[src/include/irqep_pkg.sv]
// Constants and carrier types shared by the interrupt enable and pending register block.
// Assumes a 32-bit APB master and 103 interrupt lines, all on one system clock.
package irqep_pkg;

  // ****************************************
  // Interrupt line layout
  // ****************************************
  localparam int IRQ_COUNT  = 103;
  localparam int WORD_W     = 32;
  localparam int WORD_COUNT = 4;
  localparam int LAST_W     = 7;
  localparam int PAD_W      = WORD_W * WORD_COUNT;

  // ****************************************
  // Register map
  // ****************************************
  localparam int           ADDR_W           = 12;
  localparam logic [11:0]  REG_ENA_SET_BASE = 12'h000;
  localparam logic [11:0]  REG_DISABLE_BASE = 12'h010;
  localparam logic [11:0]  REG_PEND_BASE    = 12'h020;
  localparam logic [11:0]  REG_PEND_CLR_BASE = 12'h030;
  localparam logic [11:0]  REG_WORD_STRIDE  = 12'h004;
  localparam int           WORD_LSB         = 2;
  localparam int           VIEW_LSB         = 4;
  localparam int           MAP_LSB          = 6;

  // ****************************************
  // Reset values
  // ****************************************
  localparam logic [31:0]  ENABLE_RESET     = 32'h0000_0000;
  localparam logic [31:0]  PENDING_RESET    = 32'h0000_0000;
  localparam logic [31:0]  RDATA_RESET      = 32'h0000_0000;

  // Order matches the view field of the address
  typedef enum logic [1:0] {
    VIEW_ENA_SET,
    VIEW_DISABLE,
    VIEW_PEND,
    VIEW_PEND_CLR
  } irqep_view_t;

  typedef struct packed {
    logic                psel;
    logic                penable;
    logic                pwrite;
    logic [ADDR_W-1:0]   paddr;
    logic [31:0]         pwdata;
  } irqep_apb_req_t;

  typedef struct packed {
    logic [31:0]         prdata;
    logic                pready;
    logic                pslverr;
  } irqep_apb_rsp_t;

endpackage

[src/design/irqep_regs.sv]
// APB register block holding the enable and pending state of 103 interrupt lines.
// Assumes an APB master on sys_clk_i, level interrupt sources and an active mask from the core.
`timescale 1ns/1ps

// Summary of operation
// - Writing one to a line's bit in the disable view turns that line's enable off.
// - Zero bits written to the disable or pend view leave enable and pending state unchanged.
// - Reading the disable view returns each line's enable state, one meaning enabled.
// - Writing one to a line's bit in the pend view makes that line pending.
// - A pend-view write has no effect on a line already pending or currently disabled.
// - Reading the pend view returns each line's pending state, one meaning pending.
// - Lines 0 to 102 sit thirty-two per word in ascending order, the fourth word using bits 6 to 0 only.
// - Pending is cleared only through the pending-clear view, never by writing the pend view.
// - Writing one to a line's bit in the enable-set view turns that line's enable on.
// - Writing one in the pending-clear view clears pending except for a line whose handling has started or whose enabled source is requesting.
module irqep_regs
  import irqep_pkg::*;
(
  input  wire logic                  sys_clk_i,     // System clock, 100 MHz
  input  wire logic                  reset_i,       // Synchronous reset, active high
  input  wire irqep_apb_req_t        apb_req_i,     // APB request signals
  output irqep_apb_rsp_t             apb_rsp_o,     // APB response, registered
  input  wire logic [IRQ_COUNT-1:0]  irq_src_i,     // Peripheral interrupt requests
  input  wire logic [IRQ_COUNT-1:0]  irq_active_i,  // Lines whose handling has started
  output logic      [IRQ_COUNT-1:0]  irq_enable_o,  // Enable state, from flops
  output logic      [IRQ_COUNT-1:0]  irq_pending_o  // Pending state, from flops
);

  // ****************************************
  // Address decode
  // ****************************************
  irqep_apb_rsp_t          rsp_reg;
  irqep_apb_rsp_t          rsp_next;
  irqep_view_t             view;
  logic [1:0]              word_idx;
  logic                    mapped;
  logic                    setup_phase;
  logic                    access_done;
  logic                    wr_go;
  logic                    wr_set;
  logic                    wr_dis;
  logic                    wr_pend;
  logic                    wr_pclr;
  logic [PAD_W-1:0]        wr_wide;
  logic [IRQ_COUNT-1:0]    wr_bits;
  logic [PAD_W-1:0]        en_pad;
  logic [PAD_W-1:0]        pend_pad;
  logic [31:0]             en_word;
  logic [31:0]             pend_word;

  assign view        = irqep_view_t'(apb_req_i.paddr[VIEW_LSB +: 2]);
  assign word_idx    = apb_req_i.paddr[WORD_LSB +: 2];
  assign mapped      = (apb_req_i.paddr[ADDR_W-1:MAP_LSB] == '0);
  assign setup_phase = apb_req_i.psel && !apb_req_i.penable;
  // A write lands only on the edge that completes the access phase
  assign access_done = apb_req_i.psel && apb_req_i.penable && rsp_reg.pready;
  assign wr_go       = access_done && apb_req_i.pwrite && mapped;
  assign wr_set      = wr_go && (view == VIEW_ENA_SET);
  assign wr_dis      = wr_go && (view == VIEW_DISABLE);
  assign wr_pend     = wr_go && (view == VIEW_PEND);
  assign wr_pclr     = wr_go && (view == VIEW_PEND_CLR);

  // Write data placed at the line numbers of the addressed word
  assign wr_wide  = PAD_W'(apb_req_i.pwdata) << {word_idx, 5'h00};
  assign wr_bits  = wr_wide[IRQ_COUNT-1:0];

  // ****************************************
  // State words
  // ****************************************
  genvar w;
  generate
    for (w = 0; w < WORD_COUNT; w = w + 1) begin : g_word
      localparam int LO = w * WORD_W;
      localparam int WW = (w == WORD_COUNT - 1) ? LAST_W : WORD_W;
      logic wsel;
      assign wsel = (word_idx == 2'(w));
      irqep_word #(
        .WIDTH (WW)
      ) u_word (
        .sys_clk_i     (sys_clk_i),
        .reset_i       (reset_i),
        .set_en_we_i   (wr_set && wsel),
        .disable_we_i  (wr_dis && wsel),
        .pend_we_i     (wr_pend && wsel),
        .pend_clr_we_i (wr_pclr && wsel),
        .wdata_i       (apb_req_i.pwdata[WW-1:0]),
        .src_i         (irq_src_i[LO +: WW]),
        .active_i      (irq_active_i[LO +: WW]),
        .enable_o      (irq_enable_o[LO +: WW]),
        .pending_o     (irq_pending_o[LO +: WW])
      );
    end
  endgenerate

  // ****************************************
  // Read path
  // ****************************************
  // Unused lines of the last word pad with zero
  assign en_pad    = {{(PAD_W-IRQ_COUNT){1'b0}}, irq_enable_o};
  assign pend_pad  = {{(PAD_W-IRQ_COUNT){1'b0}}, irq_pending_o};
  assign en_word   = en_pad[{word_idx, 5'h00} +: 32];
  assign pend_word = pend_pad[{word_idx, 5'h00} +: 32];

  // Read data is captured in the setup cycle, so a zero-wait access sees state as of that edge
  always_comb begin
    rsp_next         = rsp_reg;
    rsp_next.pready  = setup_phase;
    if (setup_phase) begin
      rsp_next.pslverr = !mapped;
      rsp_next.prdata  = RDATA_RESET;
      if (mapped && !apb_req_i.pwrite) begin
        unique case (view)
          VIEW_ENA_SET:  rsp_next.prdata = en_word;
          VIEW_DISABLE:  rsp_next.prdata = en_word;
          VIEW_PEND:     rsp_next.prdata = pend_word;
          VIEW_PEND_CLR: rsp_next.prdata = pend_word;
        endcase
      end
    end else if (!apb_req_i.psel) begin
      rsp_next.pslverr = 1'b0;
    end
  end

  always_ff @(posedge sys_clk_i) begin
    if (reset_i) begin
      rsp_reg <= '{prdata: RDATA_RESET, pready: 1'b0, pslverr: 1'b0};
    end else begin
      rsp_reg <= rsp_next;
    end
  end

  assign apb_rsp_o = rsp_reg;

  logic [IRQ_COUNT-1:0] src_en_set;
  assign src_en_set = irq_src_i & irq_enable_o;
endmodule // irqep_regs

[src/design/irqep_word.sv]
// One word of interrupt state: an enable flop and a pending flop per line.
// Assumes write strobes are single-cycle and at most one view is written per cycle.
`timescale 1ns/1ps

module irqep_word
  import irqep_pkg::*;
#(
  parameter int WIDTH = 32
) (
  input  wire logic             sys_clk_i,     // System clock
  input  wire logic             reset_i,       // Synchronous reset, active high
  input  wire logic             set_en_we_i,   // Enable-set view written
  input  wire logic             disable_we_i,  // Disable view written
  input  wire logic             pend_we_i,     // Pend view written
  input  wire logic             pend_clr_we_i, // Pending-clear view written
  input  wire logic [WIDTH-1:0] wdata_i,       // Write data bits of this word
  input  wire logic [WIDTH-1:0] src_i,         // Hardware interrupt requests
  input  wire logic [WIDTH-1:0] active_i,      // Handling already started
  output logic      [WIDTH-1:0] enable_o,      // Enable flops
  output logic      [WIDTH-1:0] pending_o      // Pending flops
);

  logic [WIDTH-1:0] enable_next;
  logic [WIDTH-1:0] pend_set;
  logic [WIDTH-1:0] pend_clr;
  logic [WIDTH-1:0] pending_next;

  // ****************************************
  // Enable state
  // ****************************************
  always_comb begin
    enable_next = enable_o;
    if (set_en_we_i) begin
      enable_next = enable_o | wdata_i;
    end
    if (disable_we_i) begin
      enable_next = enable_o & ~wdata_i;
    end
  end

  always_ff @(posedge sys_clk_i) begin
    if (reset_i) begin
      enable_o <= ENABLE_RESET[WIDTH-1:0];
    end else begin
      enable_o <= enable_next;
    end
  end

  // ****************************************
  // Pending state
  // ****************************************
  // A disabled line cannot become pending; a set in the same cycle as a clear wins
  always_comb begin
    pend_set     = ((pend_we_i ? wdata_i : '0) | src_i) & enable_o;
    pend_clr     = (pend_clr_we_i ? wdata_i : '0) & ~active_i;
    pending_next = pend_set | (pending_o & ~pend_clr);
  end

  always_ff @(posedge sys_clk_i) begin
    if (reset_i) begin
      pending_o <= PENDING_RESET[WIDTH-1:0];
    end else begin
      pending_o <= pending_next;
    end
  end

endmodule // irqep_word

[config.mk]
export PLATFORM = sky130hd
export DESIGN_NAME = irqep_regs
export DESIGN_NICKNAME = d
export VERILOG_FILES = /design/src/include/irqep_pkg.sv /design/src/design/irqep_regs.sv /design/src/design/irqep_word.sv
export SDC_FILE = /design/constraint.sdc
export NUM_CORES = 1
export LEC_CHECK = 0
export BUFFER_PORTS_ARGS = -buffer_cell sky130_fd_sc_hd__buf_2
export CORE_AREA = 5 5 187 189
export CTS_BUF_LIST = sky130_fd_sc_hd__clkbuf_8
export DETAILED_ROUTE_END_ITERATION = 10
export DIE_AREA = 0 0 192 194
export PLACE_DENSITY = 0.73
export SYNTH_ARGS = -nofsm -noshare
export SYNTH_HDL_FRONTEND = slang
export SYNTH_SLANG_ARGS = --single-unit
[constraint.sdc]
create_clock -name sys_clk_i -period 5.5 [get_ports sys_clk_i]
set_input_delay 0.825 -clock sys_clk_i [delete_from_list [all_inputs] [get_ports sys_clk_i]]
set_output_delay 0.825 -clock sys_clk_i [all_outputs]
set_load 0.05 [all_outputs]
# After elaboration in Yosys (flattened, before gate mapping)
# Cells that the tools add are included.
# word_totals
output_inout_bits	240
regBits	240
word_cells	116
# classes
muxes	20
eq_ne	7
reduce_logical	38
bitwise_logic	38
shifts	2
# ops
cell	count
32-bit two-way mux	13
32-bit bitwise AND	12
32-bit bitwise OR	9
128-bit by 8-bit indexed part select with 32-bit output	2
32-bit NOT	7
32-bit one-hot mux with 2 select lines	1
7-bit bitwise AND	4
7-bit two-way mux	4
1-bit logical AND	26
7-bit NOT	3
7-bit bitwise OR	3
2-bit equality test, second input constant	4
2-bit nonzero test	4
6-bit zero test	1
2-bit by 1-bit equality test with 1-bit output, second input constant	2
2-bit zero test	2
2-bit OR reduction	2
1-bit zero test	3
1-bit two-way mux	2
2-bit by 1-bit inequality test with 1-bit output, second input constant	1

# Depth between registers and ports, before layout
# Gate-level depths: netlist (run 1).
# depth
depth_word	11
depth_mapped	7
mapped_depth_nobuf	4

# Cells and area by module
# From an unflattened synthesis (run 1), not the netlist that was laid out.
# hier_totals
cells_unflattened	1245
hier_area_um2	13031.2
# by_module_without_submodules
module	area_each_um2	n_inst	cells_each	seq_area_each_um2
irqep_word at g_word[0].u_word ...	3180.6	3	311	1281.2
irqep_regs	2829.0	1	247	680.7
irqep_word at g_word[3].u_word	660.6	1	65	280.3

# Least setup slack after synthesis (run 1)
# No wires, ideal clock.
# synth_path
path_kind	input port to flip-flop
from	input apb_req_i[41] (netlist name)
to	register g_word[3].u_word.pending_o[0]
path_slack_ns	2.865
cell_stages	5
setup_time_ns	0.137
n_path_buf	1
required_time_ns	5.363
arrival_ns	2.498
cell_sequence	or4_1 > buf_2 > or4_1 > o311ai_0 > o211ai_1
# synth_between
elab_chain_cells	9
elab_cells_between_ends	14
cone_classes	2 x mux; 6 x bitwise; 6 x reduce/logical
# synth_rtl
item	line	text
from (decl)	irqep_regs.sv:21	input wire irqep_apb_req_t apb_req_i,
6-bit zero test (*)	irqep_regs.sv:53	assign mapped = (apb_req_i.paddr[ADDR_W-1:MAP_LSB] == '0);
1-bit logical AND (*)	irqep_regs.sv:57	assign wr_go = access_done && apb_req_i.pwrite && mapped;
1-bit logical AND	irqep_regs.sv:61	assign wr_pclr = wr_go && (view == VIEW_PEND_CLR);
1-bit logical AND	irqep_regs.sv:85	.pend_clr_we_i (wr_pclr && wsel),
7-bit two-way mux	irqep_word.sv:55	pend_clr = (pend_clr_we_i ? wdata_i : '0) & ~active_i;
7-bit bitwise AND	irqep_word.sv:55	
7-bit NOT	irqep_word.sv:56	pending_next = pend_set | (pending_o & ~pend_clr);
7-bit bitwise AND	irqep_word.sv:56	
7-bit bitwise OR (*)	irqep_word.sv:56	
to (signal assigned)	irqep_word.sv:61	pending_o <= PENDING_RESET[WIDTH-1:0];
to (signal assigned)	irqep_word.sv:63	pending_o <= pending_next;
to (decl)	irqep_word.sv:20	output logic [WIDTH-1:0] pending_o
# Mark *: on every way between the ends. The rest lies on a longest branch, timed or not.
# A chain may end at the register's enable or synchronous reset.

# Final worst setup path (run 1)
# layout_path
from	input apb_req_i[41] (netlist name)
to	register g_word[1].u_word.pending_o[21]
# layout_between
elab_chain_cells	9
elab_cells_between_ends	14
cone_classes	2 x mux; 6 x bitwise; 6 x reduce/logical
# layout_rtl
item	line
6-bit zero test (*)	irqep_regs.sv:53
1-bit logical AND (*)	irqep_regs.sv:57
1-bit logical AND	irqep_regs.sv:61
1-bit logical AND	irqep_regs.sv:85
32-bit two-way mux	irqep_word.sv:55
32-bit bitwise AND	irqep_word.sv:55
32-bit NOT	irqep_word.sv:56
32-bit bitwise AND	irqep_word.sv:56
32-bit bitwise OR (*)	irqep_word.sv:56
to (signal assigned)	irqep_word.sv:61
to (signal assigned)	irqep_word.sv:63
to (decl)	irqep_word.sv:20
# Marks and branches as above.

==> results.toml, run 1 <==
[status]
status = "finished, final reports clean"

[route]
via_count = 13400
wl_met2_microns = 23400
dr.pass1.iters = 6
highest_layer = "met4"
wl_met1_microns = 19300
wl_per_cell_microns = 22.6
detail-route-antenna-nets = 0
drt-vias-per-instance = 6.07
met3_length_microns = 5010
drcViolationCount = 0
finalWirelength_microns = 49900
dr.first_iter.drc_count = 1199

[synth]
avgSynthCellArea_sq_um = 9.05
synth_nets = 1545
syn-cell-area_sq_um = 11700
synth_enable_flop_cells = 0
synth_cell_type_count = 34
synthTopCellsByArea = "dfxtp_1 41%, o311ai_0 7.8%, a311oi_1 7.7%"
yosysSeqAreaShare_pct = 41.2
synthCells = 1290
synth_ff_type = "dfxtp_1"
synthArstFlopShare_pct = 0
yosysTopAreaCell = "dfxtp_1"
synth_top_cell_area_share_pct = 41.2
ys_ff_latch = 240
ys_warn_count = 0

[power]
power_leakage_nw = 6.26
vdd.ir_drop.worst_uv = 150
p_per_area_nw_per_um2 = 250

[placement]
dp_hpwl_microns = 33900
placed_area_sq_um = 14400
place_inst = 2129
globalplace.congestion = 0.886
port_buffers = 492

[timing]
drv_slew = 0
fin_tns_setup_ps = 0
finalCritPeriodShare_pct = 63.8
rsz0062_at_grt = "false"
setup_violations = 0
hold_viol = 0
finClkSkew_ps = 15.0
slew_headroom_pct = 21.9
clock.fmax_mhz = 285
period_minus_slack_ps = 3510
tightest_slew_ps = 1170

[finish]
syn_to_final_growth_pct = 31.4
drive_gt1_share_pct = 35.9
stdcell_count = 2204
nets = 1981
stdcell_area_sq_um = 15300

[clock_network]
cts_tree = "done"
clk_path_buf_depth = 3
root_buffer = "clkbuf_8"
postCtsHoldBufs = 0
clkSlewWorstSetupHoldPaths_ps = 60
post_cts_resized = 0
cts.sinks = 240
cts_made_buffers = 43
htreeDepth = 2
clk_latency_ps = 530
postCtsSetupBuffers = 0

[floorplan]
fp.coreArea_sq_um = 33100
initial_utilization_pct = 35.2
ioPinCount = 495
rows = 67
die_x_microns = 192
dieArea_sq_um = 37200
die_y_microns = 194

[setup_path]
cp-end-kind = "flip-flop"
critPathLaunchType = "primary input"
cp_max_fo = 18
crit_required_ps = 5900
crit_arrival_ps = 3910
crit_type = "in2reg"

[global_route]
grt_pass1_vias = 12900
grt_pass1_wl_microns = 74800
track_usage_pct = 25.0
antenna_found_initial = 2
globalRouteOverflowTotal = 0
grt_max_degree = 84

[hold_path]
hold_path_class = "reg2reg"

[run]
max_cap_violations = 0
## cell usage in the layout, fill, tap and decap left out, types with 2 or more instances in the layout
cell type,netlist,routed
buf_2,13,488
dfxtp_1,240,240
nand3_1,136,136
a21oi_1,130,130
o311ai_0,104,104
a311oi_1,103,103
nand2_1,96,96
o211ai_1,70,70
nor2_1,68,67
clkbuf_8,0,53
inv_1,34,49
mux4_2,38,38
nand4_1,37,37
mux2i_1,26,26
buf_4,0,25
nor2b_1,24,24
o21ai_0,24,24
mux2_2,7,7
a22oi_1,7,7
bufinv_16,0,4
nand2b_2,0,3
nor4_4,3,3
or4_1,2,2
nor4_2,1,2
and4b_1,2,2
## power breakdown
part / internal [mW] / switching (mW)
Sequential: 1.74 / 0.000556
Combinational: 0.0950 / 0.195
Clock: 1.05 / 0.752
## final cells by class
class                   instances  area (sq um)
flip-flops and latches        240          4800
clock inverters                21           189
multi-input cells             893          6280
repair buffers                513          2630
fillers                      3151         17800
clock buffers                  53           729
diodes                          1          2.50
well taps                     448           561
inverters                      35           136
## layer usage
metal	up-vias	global-route usage, %
li1	6002	-
met3	169	5.08
met1	6318	31.5
met4	0	10.5
met5	-	0
met2	881	41.4
## synth_stat cells, types with 7 or more instances
library cell / n
o21ai_0: 24
nor2b_1: 24
buf_2: 13
o211ai_1: 70
clkbuf_1: 94
a21oi_1: 130
mux4_2: 38
a311oi_1: 103
buf_1: 15
nand2_1: 96
o311ai_0: 104
mux2i_1: 26
inv_1: 34
a22oi_1: 7
dfxtp_1: 240
mux2_2: 7
nand3_1: 136
nor2_1: 68
nand4_1: 37
## cell families (layout without fill, tap and decap cells)
family | after synthesis | after routing | share of synthesized area [%]
simple gates | 382 | 382 | 16.1
other cells | 0 | 1 | 0
buf+inv | 157 | 622 | 5.19
flops | 240 | 240 | 41.2
compound gates | 440 | 440 | 27.2
mux | 71 | 71 | 10.2
## worst max-delay path, stage by stage
cell and delay [ps]:
buf_2 110, nor4_1 740, nand4_1 1110, buf_4 590, o311ai_0 350, o211ai_1 150
## worst paths after layout
path	startpoint	to	slack (ps)	depth (start not counted)
hold / removal	apb_rsp_o[22]	apb_rsp_o[22]	450	2
hold reg to reg	apb_rsp_o[22]	apb_rsp_o[22]	450	2
setup / recovery	apb_req_i[41]	g_word[1].u_word.pending_o[21]	1990	6
setup reg to reg	apb_rsp_o[1]	g_word[1].u_word.pending_o[21]	2710	5
## stage by stage
| step | hold slack (ps) | utilization, % | setup slack, ps | power [mW] |
|---|---|---|---|---|
| floorplan | 671 | - | 2870 | 1.91 |
| global placement | 437 | 43.5 | 1640 | 2.06 |
| detailed placement | 444 | 43.5 | 1510 | 2.06 |
| CTS | 452 | 46.3 | 2090 | 3.87 |
| global route | 476 | 46.3 | 1800 | 3.97 |
| finish | 451 | 46.3 | 1990 | 3.83 |
Power figures use the tool's default switching activity.
==> inputs of run 2 (changes only) <==
- CORE_AREA: 5 5 187 189 -> 5 5 188 190
- DIE_AREA: 0 0 192 194 -> 0 0 193 195
- PLACE_DENSITY: 0.73 -> 0.75
- clock period: 5.5 -> 2.97 ns (I/O delays scaled with it)
==> results.toml, run 2 (synthesis gave the netlist of run 1 again) <==
[power]
power_leakage_nw = 6.33
p_per_area_nw_per_um2 = 436
vdd.ir_drop.worst_uv = 224
fin_total_pwr_mw = 6.74

[setup_path]
max_stage_delay_ps = 820
cp-end-kind = "flip-flop"
cp_max_fo = 7
critPathLaunchType = "flip-flop"
crit_buf_inv = 0
crit_arrival_ps = 2660
critPathSlowestCell = "or4_1"
cp_top_family = "simple AND/OR/NAND/NOR gates"
crit_required_ps = 3360
crit_type = "reg2reg"
crit_chain = "nand4_1 > or4_1 > o311ai_0 > o211ai_1"

[clock_network]
cts_tree = "done"
htreeDepth = 2
root_buffer = "clkbuf_8"
clkSlewWorstSetupHoldPaths_ps = 60
cts.sinks = 240
clk_latency_ps = 530
postCtsHoldBufs = 0
cts_made_buffers = 42
clk_path_buf_depth = 3
postCtsSetupBuffers = 0
post_cts_resized = 0

[timing]
tightest_slew_ps = 771
rsz0062_at_grt = "false"
finalCritPeriodShare_pct = 76.3
setup_violations = 0
clock.fmax_mhz = 441
hold_viol = 0
period_minus_slack_ps = 2270
drv_slew = 0
fin_tns_setup_ps = 0
finClkSkew_ps = 12.4
slew_headroom_pct = 48.6

[route]
detail-route-antenna-nets = 0
finalWirelength_microns = 49400
wl_per_cell_microns = 22.2
drt-vias-per-instance = 6.05
dr.first_iter.drc_count = 1028
via_count = 13400
dr.pass1.iters = 5
drcViolationCount = 0

[floorplan]
fp.coreArea_sq_um = 33300
initial_utilization_pct = 35.1
die_x_microns = 193
rows = 67
die_y_microns = 195
ioPinCount = 495
dieArea_sq_um = 37600

[global_route]
grt_pass1_vias = 13100
grt_max_degree = 100
track_usage_pct = 24.3
antenna_found_initial = 1
globalRouteOverflowTotal = 0
grt_pass1_wl_microns = 74100

[run]
max_cap_violations = 0

[finish]
syn_to_final_growth_pct = 32.4
layout_commonest_cell = "buf_2"
layout_common_cells = "489 x buf_2, 240 x dfxtp_1, 136 x nand3_1, 130 x a21oi_1, 104 x o311ai_0"
nets = 1999
drive_gt1_share_pct = 36.5

[placement]
dp_hpwl_microns = 34700
globalplace.congestion = 0.917
port_buffers = 492

[hold_path]
hold_path_class = "in2reg"

[status]
status = "finished, final reports clean"
[run 2: cell count changes in the layout (fill, tap and decap cells not counted), sizes merged]
| cell | delta |
|---|---|
| clkinvlp | +1 |
| clkinv | +1 |
| bufinv | -4 |
| buf | +19 |
[run 2: worst register-to-register path, cell delays in order, from the launching register on]
cell      delay (ps)
dfxtp_1          350
nand4_1          410
or4_1            820
o311ai_0         390
o211ai_1         150
[run 2: report_power, final]
part           total (mW)  internal (mW)  switching (mW)
sequential           3.22           3.22        0.000732
combinational       0.552          0.190           0.361
clock                2.97           1.59            1.38
[run 2: layout make-up]
class                           instances  area [sq um]
Antenna cell                            1          2.50
Fill cell                            3272         17800
Multi-Input combinational cell        893          6280
Clock inverter                         19          81.3
Inverter                               35           136
Clock buffer                           53           729
Sequential cell                       240          4800
Tap cell                              448           561
Timing Repair Buffer                  532          2860
[run 2: worst paths after layout]
check | startpoint | to | slack, ps | depth (start not counted)
worst min register to register | apb_rsp_o[9] | apb_rsp_o[9] | 450 | 2
worst max register to register | apb_rsp_o[1] | g_word[3].u_word.pending_o[1] | 700 | 4
worst min-delay path | irq_src_i[18] | g_word[0].u_word.pending_o[18] | 140 | 3
worst max-delay path | apb_rsp_o[1] | g_word[3].u_word.pending_o[1] | 700 | 4
[run 2: metrics by stage]
| step | worst slack, ps | cell area [sq um] | hold WS (ps) | cells | utilization, % |
|---|---|---|---|---|---|
| after floorplan | 715 | 11700 | 587 | 1290 | - |
| after global placement | 279 | 14600 | 436 | 2148 | 44.0 |
| after detailed placement | 210 | 14600 | 442 | 2148 | 44.0 |
| after CTS | 753 | 15500 | 91.7 | 2220 | 46.4 |
| after global routing | 634 | 15500 | 116 | 2221 | 46.4 |
| final | 705 | 15500 | 138 | 2221 | 46.4 |
[run 2: per-layer routing]
layer	vias up	wire (microns)	GRT usage, %
met1	6386	18600	30.0
met5	-	0	0
met2	853	23600	41.1
met4	0	2000	9.81
met3	165	5160	5.38
li1	6028	-	-
